`src/rtl/fe45_pkg.sv`:
```
// Constants, code-group tables and state types of the 100 Mb/s 4B/5B codec.
// Assumes one 250 MHz clock; nibble and symbol rates come from enable pulses.
// Function
// - Each data nibble maps to its fixed 5-bit code-group and back.
// - Idle is code-group 11111 and stands for nibble 0000.
// - First start symbol is 11000 and stands for nibble 0101.
// - Second start symbol is 10001, also nibble 0101.
// - First end symbol is 01101, nibble 0000.
// - Second end symbol is 00111, nibble 0000, closing the end pair.
// - Code-group 00100 is the halt symbol and marks an error.
// - Ten listed code-groups are invalid and carry no nibble value.
// - Transmit line output is MLT-3 only; no plain binary option.
// - Receive path turns the 125 Mb/s serial stream into nibbles.
// - Receiver offers descrambler bypass and decoder bypass selections.
// - Link pulses must not raise the signal-present indication.
// - Transmit replaces first preamble byte with the start pair.
// - On enable drop send end pair, then idles until enable returns.
// - Start pair after idles becomes 0101 0101; end pair or two idles stop.
// - Non-idle without start pair gives error and 1110 until two idles.
package fe45_pkg;

  // Special code-groups
  localparam logic [4:0] CG_IDLE = 5'h1f;
  localparam logic [4:0] CG_J    = 5'h18;
  localparam logic [4:0] CG_K    = 5'h11;
  localparam logic [4:0] CG_T    = 5'h0d;
  localparam logic [4:0] CG_R    = 5'h07;
  localparam logic [4:0] CG_H    = 5'h04;
  localparam logic [9:0] CG_JK   = {CG_J, CG_K};
  localparam logic [9:0] CG_TR   = {CG_T, CG_R};
  localparam logic [9:0] CG_II   = {CG_IDLE, CG_IDLE};

  // Nibbles presented to the MAC
  localparam logic [3:0] NIB_PRE   = 4'h5;
  localparam logic [3:0] NIB_ZERO  = 4'h0;
  localparam logic [3:0] NIB_FALSE = 4'he;

  // Rates and dividers
  localparam int CLK_MHZ     = 250;
  localparam int NIB_MHZ     = 25;
  localparam int SYM_MHZ     = 125;
  localparam int NIB_DIV     = CLK_MHZ / NIB_MHZ;
  localparam int SYM_DIV     = CLK_MHZ / SYM_MHZ;
  localparam int SYM_BITS    = 5;
  localparam logic [3:0] NIB_DIV_LAST = 4'(NIB_DIV - 1);
  localparam logic [2:0] GRP_LAST     = 3'(SYM_BITS - 1);

  // Energy must persist longer than any link pulse before counting as signal
  localparam int PULSE_REJECT_NS  = 200;
  localparam int PULSE_REJECT_CYC = (PULSE_REJECT_NS * CLK_MHZ + 999) / 1000;
  localparam logic [7:0] PULSE_REJECT_LAST = 8'(PULSE_REJECT_CYC);

  // Descrambler lock: twelve consecutive idles worth of matching bits
  localparam int IDLES_TO_LOCK = 12;
  localparam logic [6:0] LOCK_BITS = 7'(IDLES_TO_LOCK * SYM_BITS);

  // Scrambler polynomial x^11 + x^9 + 1
  localparam int         SCR_W     = 11;
  localparam int         SCR_TAP_A = 10;
  localparam int         SCR_TAP_B = 8;
  localparam logic [10:0] SCR_SEED = 11'h7ff;

  // Transmit buffer word: {enable, error, nibble}
  localparam int TXW_W     = 6;
  localparam int TXW_EN    = 5;
  localparam int TXW_ER    = 4;
  localparam int FIFO_DEPTH = 16;

  // Transmit sequencer
  typedef enum logic [1:0] {
    TX_IDLE = 2'b00,
    TX_K    = 2'b01,
    TX_DATA = 2'b10,
    TX_R    = 2'b11
  } fe45_tx_state_t;

  // Receive sequencer
  typedef enum logic [1:0] {
    RX_IDLE  = 2'b00,
    RX_PKT   = 2'b01,
    RX_FALSE = 2'b10
  } fe45_rx_state_t;

  // Nibble to data code-group
  function automatic logic [4:0] enc_nib(input logic [3:0] n);
    logic [4:0] c;
    c = CG_IDLE;
    case (n)
      4'h0: c = 5'h1e;
      4'h1: c = 5'h09;
      4'h2: c = 5'h14;
      4'h3: c = 5'h15;
      4'h4: c = 5'h0a;
      4'h5: c = 5'h0b;
      4'h6: c = 5'h0e;
      4'h7: c = 5'h0f;
      4'h8: c = 5'h12;
      4'h9: c = 5'h13;
      4'ha: c = 5'h16;
      4'hb: c = 5'h17;
      4'hc: c = 5'h1a;
      4'hd: c = 5'h1b;
      4'he: c = 5'h1c;
      default: c = 5'h1d;
    endcase
    return c;
  endfunction

  // Code-group to {error, nibble}; halt and invalid groups carry error
  function automatic logic [4:0] dec_cg(input logic [4:0] c);
    logic [4:0] r;
    r = {1'b1, NIB_ZERO};
    case (c)
      5'h1e: r = 5'h00;
      5'h09: r = 5'h01;
      5'h14: r = 5'h02;
      5'h15: r = 5'h03;
      5'h0a: r = 5'h04;
      5'h0b: r = 5'h05;
      5'h0e: r = 5'h06;
      5'h0f: r = 5'h07;
      5'h12: r = 5'h08;
      5'h13: r = 5'h09;
      5'h16: r = 5'h0a;
      5'h17: r = 5'h0b;
      5'h1a: r = 5'h0c;
      5'h1b: r = 5'h0d;
      5'h1c: r = 5'h0e;
      5'h1d: r = 5'h0f;
      CG_IDLE, CG_T, CG_R: r = {1'b0, NIB_ZERO};
      CG_J, CG_K:          r = {1'b0, NIB_PRE};
      default:             r = {1'b1, NIB_ZERO};
    endcase
    return r;
  endfunction

endpackage

```
`src/rtl/fe45_fifo.sv`:
```
// Flip-flop FIFO with valid/ready on both sides.
// Assumes one clock; depth is a power of two.
`timescale 1ns/100ps
module fe45_fifo #(
  parameter int W = 6,
  parameter int D = 16
) (
  // Clock and reset
  input  wire logic         clk,
  input  wire logic         resetn,
  // Fill side
  input  wire logic         in_valid,
  output logic              in_ready,
  input  wire logic [W-1:0] in_data,
  // Drain side
  output logic              out_valid,
  input  wire logic         out_ready,
  output logic [W-1:0]      out_data
);

  localparam int AW = $clog2(D);

  logic [W-1:0]  mem_reg [D];
  logic [AW-1:0] wr_reg;
  logic [AW-1:0] rd_reg;
  logic [AW:0]   cnt_reg;
  logic          push;
  logic          pop;

  // Honest flags straight from the fill count
  assign in_ready  = (cnt_reg != (AW+1)'(D));
  assign out_valid = (cnt_reg != '0);
  assign out_data  = mem_reg[rd_reg];
  assign push      = in_valid & in_ready;
  assign pop       = out_valid & out_ready;

  // Storage
  always_ff @(posedge clk)
  begin
    if (push)
    begin
      mem_reg[wr_reg] <= in_data;
    end
  end

  // Pointers and count
  always_ff @(posedge clk)
  begin
    if (!resetn)
    begin
      wr_reg  <= '0;
      rd_reg  <= '0;
      cnt_reg <= '0;
    end
    else
    begin
      if (push)
      begin
        wr_reg <= wr_reg + 1'b1;
      end
      if (pop)
      begin
        rd_reg <= rd_reg + 1'b1;
      end
      cnt_reg <= cnt_reg + (AW+1)'(push) - (AW+1)'(pop);
    end
  end

endmodule

```
`src/rtl/fe45_codec.sv`:
```
// 4B/5B encoder and decoder with scrambler, NRZI and MLT-3 line stage.
// Assumes rx_bit/rx_bit_valid come from clock recovery on clk;
// line_energy and bypass selections are pins and are synchronised here.
`timescale 1ns/100ps
module fe45_codec (
  // Clock and reset
  input  wire logic       clk,
  input  wire logic       resetn,
  // MAC transmit words
  input  wire logic       mac_tx_valid,
  output logic            mac_tx_ready,
  input  wire logic       mac_tx_en,
  input  wire logic       mac_tx_er,
  input  wire logic [3:0] mac_txd,
  // Line transmit, MLT-3 level as separate plus and minus flags
  output logic            tx_mlt3_pos,
  output logic            tx_mlt3_neg,
  // Line receive
  input  wire logic       rx_bit,
  input  wire logic       rx_bit_valid,
  input  wire logic       line_energy,
  // Configuration pins
  input  wire logic       scrambler_bypass_select,
  input  wire logic       codec_bypass_select,
  // MAC receive
  output logic            rx_nib_stb,
  output logic            rx_dv,
  output logic            rx_er,
  output logic [3:0]      rxd,
  output logic            line_signal_present
);

  // Pin synchronisers; the first stage feeds only the second
  logic [2:0] pin_s1_reg;
  logic [2:0] pin_s2_reg;
  logic       energy_s;
  logic       scr_byp;
  logic       cdc_byp;

  always_ff @(posedge clk)
  begin
    if (!resetn)
    begin
      pin_s1_reg <= 3'h0;
      pin_s2_reg <= 3'h0;
    end
    else
    begin
      pin_s1_reg <= {line_energy, scrambler_bypass_select, codec_bypass_select};
      pin_s2_reg <= pin_s1_reg;
    end
  end

  assign energy_s = pin_s2_reg[2];
  assign scr_byp  = pin_s2_reg[1];
  assign cdc_byp  = pin_s2_reg[0];

  // Rate divider: nibble enable every 10 cycles, bit enable every 2
  logic [3:0] div_reg;
  logic       nib_en;
  logic       bit_en;

  always_ff @(posedge clk)
  begin
    if (!resetn)
    begin
      div_reg <= 4'h0;
    end
    else
    begin
      div_reg <= (div_reg == fe45_pkg::NIB_DIV_LAST) ? 4'h0 : div_reg + 4'h1;
    end
  end

  assign nib_en = (div_reg == 4'h0);
  assign bit_en = (div_reg[0] == 1'b0);

  // Transmit buffer; the encoder drains one word per nibble period, none during the second end symbol
  logic                      fifo_valid;
  logic                      fifo_pop;
  logic [fe45_pkg::TXW_W-1:0] fifo_word;
  logic [fe45_pkg::TXW_W-1:0] tx_word;
  fe45_pkg::fe45_tx_state_t  tx_state_reg;

  fe45_fifo #(
    .W (fe45_pkg::TXW_W),
    .D (fe45_pkg::FIFO_DEPTH)
  ) u_tx_fifo (
    .clk       (clk),
    .resetn    (resetn),
    .in_valid  (mac_tx_valid),
    .in_ready  (mac_tx_ready),
    .in_data   ({mac_tx_en, mac_tx_er, mac_txd}),
    .out_valid (fifo_valid),
    .out_ready (fifo_pop),
    .out_data  (fifo_word)
  );

  // The second end symbol takes a slot of its own, so no word is consumed
  assign fifo_pop = nib_en & (tx_state_reg != fe45_pkg::TX_R);
  // An empty buffer reads as enable low, which keeps idles flowing
  assign tx_word  = fifo_valid ? fifo_word : '0;

  // Code-group chosen for the coming nibble period
  logic [4:0]               tx_code;
  fe45_pkg::fe45_tx_state_t tx_state_next;
  logic                     w_en;
  logic                     w_er;
  logic [3:0]               w_d;

  assign w_en = tx_word[fe45_pkg::TXW_EN];
  assign w_er = tx_word[fe45_pkg::TXW_ER];
  assign w_d  = tx_word[3:0];

  always_comb
  begin
    tx_code       = fe45_pkg::CG_IDLE;
    tx_state_next = tx_state_reg;
    if (cdc_byp)
    begin
      tx_code       = w_en ? {w_er, w_d} : fe45_pkg::CG_IDLE;
      tx_state_next = fe45_pkg::TX_IDLE;
    end
    else
    begin
      unique case (tx_state_reg)
        fe45_pkg::TX_IDLE:
        begin
          if (w_en)
          begin
            tx_code       = fe45_pkg::CG_J;
            tx_state_next = fe45_pkg::TX_K;
          end
          else
          begin
            tx_code = fe45_pkg::CG_IDLE;
          end
        end
        fe45_pkg::TX_K:
        begin
          if (w_en)
          begin
            tx_code       = fe45_pkg::CG_K;
            tx_state_next = fe45_pkg::TX_DATA;
          end
          else
          begin
            tx_code       = fe45_pkg::CG_T;
            tx_state_next = fe45_pkg::TX_R;
          end
        end
        fe45_pkg::TX_DATA:
        begin
          if (w_en)
          begin
            // Error from the MAC is sent as halt
            tx_code = w_er ? fe45_pkg::CG_H : fe45_pkg::enc_nib(w_d);
          end
          else
          begin
            tx_code       = fe45_pkg::CG_T;
            tx_state_next = fe45_pkg::TX_R;
          end
        end
        fe45_pkg::TX_R:
        begin
          tx_code       = fe45_pkg::CG_R;
          tx_state_next = fe45_pkg::TX_IDLE;
        end
      endcase
    end
  end

  // Transmit sequencer
  always_ff @(posedge clk)
  begin
    if (!resetn)
    begin
      tx_state_reg <= fe45_pkg::TX_IDLE;
    end
    else if (nib_en)
    begin
      tx_state_reg <= tx_state_next;
    end
  end

  // Serialiser, most significant bit first
  logic [4:0] tx_sh_reg;
  logic       tx_nrz;

  assign tx_nrz = nib_en ? tx_code[4] : tx_sh_reg[4];

  always_ff @(posedge clk)
  begin
    if (!resetn)
    begin
      tx_sh_reg <= fe45_pkg::CG_IDLE;
    end
    else if (nib_en)
    begin
      tx_sh_reg <= {tx_code[3:0], 1'b0};
    end
    else if (bit_en)
    begin
      tx_sh_reg <= {tx_sh_reg[3:0], 1'b0};
    end
  end

  // Transmit scrambler; runs free so a bypass toggle does not lose sync
  logic [fe45_pkg::SCR_W-1:0] tx_lfsr_reg;
  logic                       tx_key;
  logic                       tx_sd;

  assign tx_key = tx_lfsr_reg[fe45_pkg::SCR_TAP_A] ^ tx_lfsr_reg[fe45_pkg::SCR_TAP_B];
  assign tx_sd  = tx_nrz ^ (tx_key & ~scr_byp);

  always_ff @(posedge clk)
  begin
    if (!resetn)
    begin
      tx_lfsr_reg <= fe45_pkg::SCR_SEED;
    end
    else if (bit_en)
    begin
      tx_lfsr_reg <= {tx_lfsr_reg[fe45_pkg::SCR_W-2:0], tx_key};
    end
  end

  // NRZI then MLT-3; a one steps the level 0, +, 0, - with no binary path
  logic [1:0] mlt_phase_reg;

  always_ff @(posedge clk)
  begin
    if (!resetn)
    begin
      mlt_phase_reg <= 2'h0;
      tx_mlt3_pos   <= 1'b0;
      tx_mlt3_neg   <= 1'b0;
    end
    else if (bit_en && tx_sd)
    begin
      mlt_phase_reg <= mlt_phase_reg + 2'h1;
      tx_mlt3_pos   <= (mlt_phase_reg == 2'h0);
      tx_mlt3_neg   <= (mlt_phase_reg == 2'h2);
    end
  end

  // Signal present only after energy outlasts any link pulse
  logic [7:0] sd_cnt_reg;

  always_ff @(posedge clk)
  begin
    if (!resetn)
    begin
      sd_cnt_reg          <= 8'h00;
      line_signal_present <= 1'b0;
    end
    else if (!energy_s)
    begin
      sd_cnt_reg          <= 8'h00;
      line_signal_present <= 1'b0;
    end
    else if (sd_cnt_reg != fe45_pkg::PULSE_REJECT_LAST)
    begin
      sd_cnt_reg <= sd_cnt_reg + 8'h01;
    end
    else
    begin
      line_signal_present <= 1'b1;
    end
  end

  // Receive descrambler; locks by assuming idle ones on the line
  logic [fe45_pkg::SCR_W-1:0] rx_lfsr_reg;
  logic [6:0]                 lock_cnt_reg;
  logic                       locked_reg;
  logic                       rx_key;
  logic                       rx_ud;
  logic                       rx_shift;

  assign rx_key   = rx_lfsr_reg[fe45_pkg::SCR_TAP_A] ^ rx_lfsr_reg[fe45_pkg::SCR_TAP_B];
  assign rx_shift = rx_bit_valid & line_signal_present;

  // Unlocked data is held at idle so no false carrier is reported
  always_comb
  begin
    if (scr_byp)
    begin
      rx_ud = rx_bit;
    end
    else
    begin
      rx_ud = locked_reg ? (rx_bit ^ rx_key) : 1'b1;
    end
  end

  always_ff @(posedge clk)
  begin
    if (!resetn || !line_signal_present)
    begin
      rx_lfsr_reg  <= fe45_pkg::SCR_SEED;
      lock_cnt_reg <= 7'h00;
      locked_reg   <= 1'b0;
    end
    else if (rx_bit_valid)
    begin
      if (locked_reg)
      begin
        rx_lfsr_reg <= {rx_lfsr_reg[fe45_pkg::SCR_W-2:0], rx_key};
      end
      else
      begin
        rx_lfsr_reg <= {rx_lfsr_reg[fe45_pkg::SCR_W-2:0], ~rx_bit};
        lock_cnt_reg <= (rx_bit ^ rx_key) ? lock_cnt_reg + 7'h01 : 7'h00;
        locked_reg   <= (lock_cnt_reg == fe45_pkg::LOCK_BITS);
      end
    end
  end

  // Ten-bit window; the oldest five bits form the group under decode
  logic [9:0]               win_reg;
  logic [9:0]               win_next;
  logic [2:0]               grp_cnt_reg;
  logic                     grp_end;
  logic                     rx_end;
  fe45_pkg::fe45_rx_state_t rx_state_reg;

  assign win_next = {win_reg[8:0], rx_ud};
  assign grp_end  = (grp_cnt_reg == fe45_pkg::GRP_LAST);
  // A closing end pair is flushed so its zeros cannot mimic a false start
  assign rx_end   = grp_end && (rx_state_reg == fe45_pkg::RX_PKT)
                    && (win_next == fe45_pkg::CG_TR);

  always_ff @(posedge clk)
  begin
    if (!resetn || !line_signal_present)
    begin
      win_reg <= fe45_pkg::CG_II;
    end
    else if (rx_shift)
    begin
      win_reg <= rx_end ? fe45_pkg::CG_II : win_next;
    end
  end

  // Receive sequencer and nibble outputs
  logic [4:0] dec;

  assign dec = fe45_pkg::dec_cg(win_next[9:5]);

  always_ff @(posedge clk)
  begin
    if (!resetn)
    begin
      rx_state_reg <= fe45_pkg::RX_IDLE;
      grp_cnt_reg  <= 3'h0;
      rx_nib_stb   <= 1'b0;
      rx_dv        <= 1'b0;
      rx_er        <= 1'b0;
      rxd          <= 4'h0;
    end
    else if (!line_signal_present)
    begin
      // Loss of signal ends any packet at once
      rx_nib_stb   <= rx_dv;
      rx_state_reg <= fe45_pkg::RX_IDLE;
      rx_dv        <= 1'b0;
      rx_er        <= 1'b0;
    end
    else
    begin
      rx_nib_stb <= 1'b0;
      if (rx_shift)
      begin
        grp_cnt_reg <= grp_end ? 3'h0 : grp_cnt_reg + 3'h1;
        unique case (rx_state_reg)
          fe45_pkg::RX_IDLE:
          begin
            if (win_next == fe45_pkg::CG_JK)
            begin
              rx_state_reg <= fe45_pkg::RX_PKT;
              grp_cnt_reg  <= 3'h0;
              rx_nib_stb   <= 1'b1;
              rx_dv        <= 1'b1;
              rx_er        <= cdc_byp & win_next[9];
              rxd          <= cdc_byp ? win_next[8:5] : fe45_pkg::NIB_PRE;
            end
            else if (!(&win_next[9:7]))
            begin
              // A zero reached the spot where a start pair would be complete
              rx_state_reg <= fe45_pkg::RX_FALSE;
              grp_cnt_reg  <= 3'h0;
              rx_nib_stb   <= 1'b1;
              rx_dv        <= 1'b1;
              rx_er        <= cdc_byp ? win_next[9] : 1'b1;
              rxd          <= cdc_byp ? win_next[8:5] : fe45_pkg::NIB_FALSE;
            end
          end
          fe45_pkg::RX_PKT:
          begin
            if (grp_end)
            begin
              rx_nib_stb <= 1'b1;
              if (win_next == fe45_pkg::CG_TR || win_next == fe45_pkg::CG_II)
              begin
                rx_state_reg <= fe45_pkg::RX_IDLE;
                rx_dv        <= 1'b0;
                rx_er        <= 1'b0;
              end
              else if (cdc_byp)
              begin
                rx_er <= win_next[9];
                rxd   <= win_next[8:5];
              end
              else
              begin
                rx_er <= dec[4];
                rxd   <= dec[3:0];
              end
            end
          end
          fe45_pkg::RX_FALSE:
          begin
            if (grp_end)
            begin
              rx_nib_stb <= 1'b1;
              if (win_next == fe45_pkg::CG_II)
              begin
                rx_state_reg <= fe45_pkg::RX_IDLE;
                rx_dv        <= 1'b0;
                rx_er        <= 1'b0;
              end
              else
              begin
                rx_er <= cdc_byp ? win_next[9] : 1'b1;
                rxd   <= cdc_byp ? win_next[8:5] : fe45_pkg::NIB_FALSE;
              end
            end
          end
          default:
          begin
            rx_state_reg <= fe45_pkg::RX_IDLE;
          end
        endcase
      end
    end
  end

endmodule

```
`config.mk`:
```
export PLATFORM = sky130hd
export DESIGN_NAME = fe45_codec
export DESIGN_NICKNAME = d
export VERILOG_FILES = /design/src/rtl/fe45_pkg.sv /design/src/rtl/fe45_fifo.sv /design/src/rtl/fe45_codec.sv
export SDC_FILE = /design/constraint.sdc
export NUM_CORES = 1
export LEC_CHECK = 0
export BUFFER_PORTS_ARGS = -buffer_cell sky130_fd_sc_hd__buf_2
export CORE_MARGIN = 4
export CORE_UTILIZATION = 51
export CTS_BUF_LIST = sky130_fd_sc_hd__clkbuf_2 sky130_fd_sc_hd__clkbuf_4 sky130_fd_sc_hd__clkbuf_8
export DETAILED_ROUTE_END_ITERATION = 10
export GPL_TIMING_DRIVEN = 0
export MAX_ROUTING_LAYER = met4
export PLACE_DENSITY_LB_ADDON = 0.2
export SLEW_MARGIN = 40
export SYNTH_ARGS = -nofsm -noshare
export SYNTH_HDL_FRONTEND = slang
export SYNTH_SLANG_ARGS = --single-unit
export TNS_END_PERCENT = 1
```
`constraint.sdc`:
```
create_clock -name clk -period 4.6 [get_ports clk]
set_input_delay 0.69 -clock clk [delete_from_list [all_inputs] [get_ports clk]]
set_output_delay 0.69 -clock clk [all_outputs]
set_load 0.1 [all_outputs]
```
==> results_dict.tcl <==
set metrics [dict create \
    antenna_found_initial 0 \
    end_kind "flip-flop" \
    fin_crit_sh 0.727 \
    hold_violations 0 \
    cp-start-kind "flip-flop" \
    clk_pin_slew_ns 0.11 \
    cts_tree "yes" \
    fin_nets 860 \
    grt_overflow_total 0 \
    num_io_pins 25 \
    synth.ff_latch_count 199 \
    grt_pass1_vias 5778 \
    avgSynthCellArea_um2 11.7 \
    drt-total-wl_um 17600 \
    largest_reg_flops 96 \
    fp.dieH_um 141 \
    required_ns 4.98 \
    path_common_cell "inv_1" \
    dr_total_vias 5795 \
    dp_hpwl_um 12600 \
    cap_violations 0 \
    max-vdd-ir-drop_uv 295 \
    slowest_delay_ns 0.58 \
    layout_commonest_cell "dfxtp_1" \
    yosys-top-cells-area "edfxtp_1 (32%), dfxtp_1 (23%), mux2i_1 (6.9%)" \
    drtIter0Drc 359 \
    globalplace.congestion 0.860 \
    fp.coreArea_mm2 0.0173 \
    postCtsSetupBuffers 0 \
    cts_root_buffer "clkbuf_8" \
    clk_latency_ns 0.48 \
    max_freq_mhz 299 \
    die-area_mm2 0.0198 \
    grt_pass1_wl_um 29000 \
    htreeDepth 4 \
    top_usage_layer "met2" \
    synthesis.area_mm2 0.00898 \
    r2r_start "div_reg[0]$_SDFF_PP0_" \
    antenna_left 0 \
    floorplan.initialDensity 0.519 \
    synthesis.instances 766 \
    yosysSeqAreaShare 0.550 \
    hold_start "line_energy" \
    n_antenna_cell 0 \
    power_density_mw_per_mm2 444 \
    synth_cell_types 69 \
    hp-class "input pin to flip-flop" \
    yosys_warnings 0 \
    setup_tns_ns 0 \
    rsz0062_at_grt "no" \
    placed_cell_area_mm2 0.00941 \
    numPortBuffers 23 \
    crit_start "div_reg[0]$_SDFF_PP0_" \
    clock_skew_ns 0.0161 \
    finalInstanceArea_mm2 0.00983 \
    cts_made_buffers 17 \
    dieWidth_um 141 \
    finalSetupViolCount 0 \
    ys.flop_type "dfxtp_1" \
    grt_max_degree 22 \
    slew_violations 0 \
    fin_crit_ns 3.35 \
    grtUsageTotal 0.190 \
    syn2layout_area_growth_pct 9.44 \
    tightest_slew_ns 0.820 \
    row_count 48 \
    slowest_stage "nor3_1" \
    final_cell_mix "dfxtp_1 (103), edfxtp_1 (96), nand2_1 (75)" \
    crit_type "flip-flop to flip-flop" \
    outcome "finished, final reports clean" \
    firstDrtPassIters 5 \
    post_drt_wl_per_cell_um 16.8 \
    async_flop_share 0 \
    synth_top_area_cell "edfxtp_1" \
    yosysTopAreaCellShare 0.321 \
    cts_hold_buf 0 \
    p_leak_nw 3.59 \
    grt.met1_usage 0.236 \
    drc 0 \
    slew_headroom 0.452 \
    use_met2 0.314 \
    drive_above_1_share 0.113 \
    critical_path.cell_chain "clkbuf_1 -> inv_1 -> ha_1 -> nand2_1 -> nor3_1 -> ha_1 -> inv_1 -> ha_1 -> inv_1 -> fa_1 -> inv_1 -> a21oi_1 -> nor2_1 -> o21ai_0 -> and3_1" \
    cp_data_arrival_time_ns 3.73 \
    synth_edf_count 96 \
    cp_max_fo 10 \
    viasPerCell 5.54 \
    clkSinkCount 199 \
    syn-num-nets 818 \
    grt_util_met3 0.0427 \
    clockBufferDepth 2 \
    cts.repair.resized 0 \
]
[cell families after synthesis]
kind of cell / Yosys count / share of synthesized area
AND/OR/NAND/NOR: 242 / 0.132
flip-flops: 199 / 0.550
AO/OA/AOI/OAI: 113 / 0.0875
multiplexers: 81 / 0.118
buffers and inverters: 70 / 0.0361
adder cells (fa/ha/maj): 38 / 0.0538
XOR/XNOR: 23 / 0.0224
[per-stage QoR]
step / hold slack, ns / instances / total power [mW] / setup slack, ns / utilization
global placement: 0.425 / 1014 / 3.17 / 1.09 / 0.542
floorplan: 0.412 / 766 / 2.97 / 1.17 / -
global route: 0.395 / 1046 / 4.59 / 0.934 / 0.568
detailed placement: 0.425 / 1014 / 3.23 / 1.22 / 0.544
CTS: 0.388 / 1046 / 4.39 / 1.21 / 0.568
finish: 0.422 / 1046 / 4.36 / 1.25 / 0.568
[metal layers]
metal  vias up  part of all wire
met5         -                 0
met4         0             0.012
met3        18             0.041
met2       131              0.50
met1      2799              0.45
li1       2847                 -
[power by group]
part	switching, mW	internal, mW
combinational	0.661	0.516
clock	0.698	0.471
sequential	0.0601	1.95
total	1.42	2.94
[final timing paths]
kind,to,slack (ns),depth (start not counted)
worst max-delay path,u_tx_fifo.cnt_reg[4]$_SDFF_PN0_,1.25,15
worst min-delay path,pin_s1_reg[2]$_SDFF_PN0_,0.42,2
worst max register to register,u_tx_fifo.cnt_reg[4]$_SDFF_PN0_,1.25,15
worst min register to register,pin_s2_reg[0]$_SDFF_PN0_,0.46,1
[critical path, delay by kind of cell (launching register included)]
family	cells	cell delay [ns]
fa+ha+maj	4	1.11
simple gates	4	1.02
buf+inv	5	0.65
flops	1	0.34
compound gates	2	0.14
[synth_stat cells, types with 6 or more instances]
cell type    n
a211oi_1     6
a21oi_1     24
a221oi_1     9
and2_1      27
and3_1       6
clkbuf_1    21
dfxtp_1    103
edfxtp_1    96
ha_1        37
inv_1       36
mux2i_1     62
mux4_1       6
mux4_2      11
nand2_1     75
nand2b_1     9
nand3_1     11
nand4_1     11
nor2_1      52
nor2b_1     11
nor3_1      16
o21ai_0     27
xnor2_1     12
xor2_1      11
[area by class of cell]
cell class,count,area (um2)
fillers,1452,7470
flip-flops and latches,199,4940
multi-input cells,497,3750
well taps,225,282
clock buffers,17,234
clock inverters,15,185
plain buffers,32,181
inverters,38,143
repair buffers,23,115
Power figures use the tool's default switching activity.
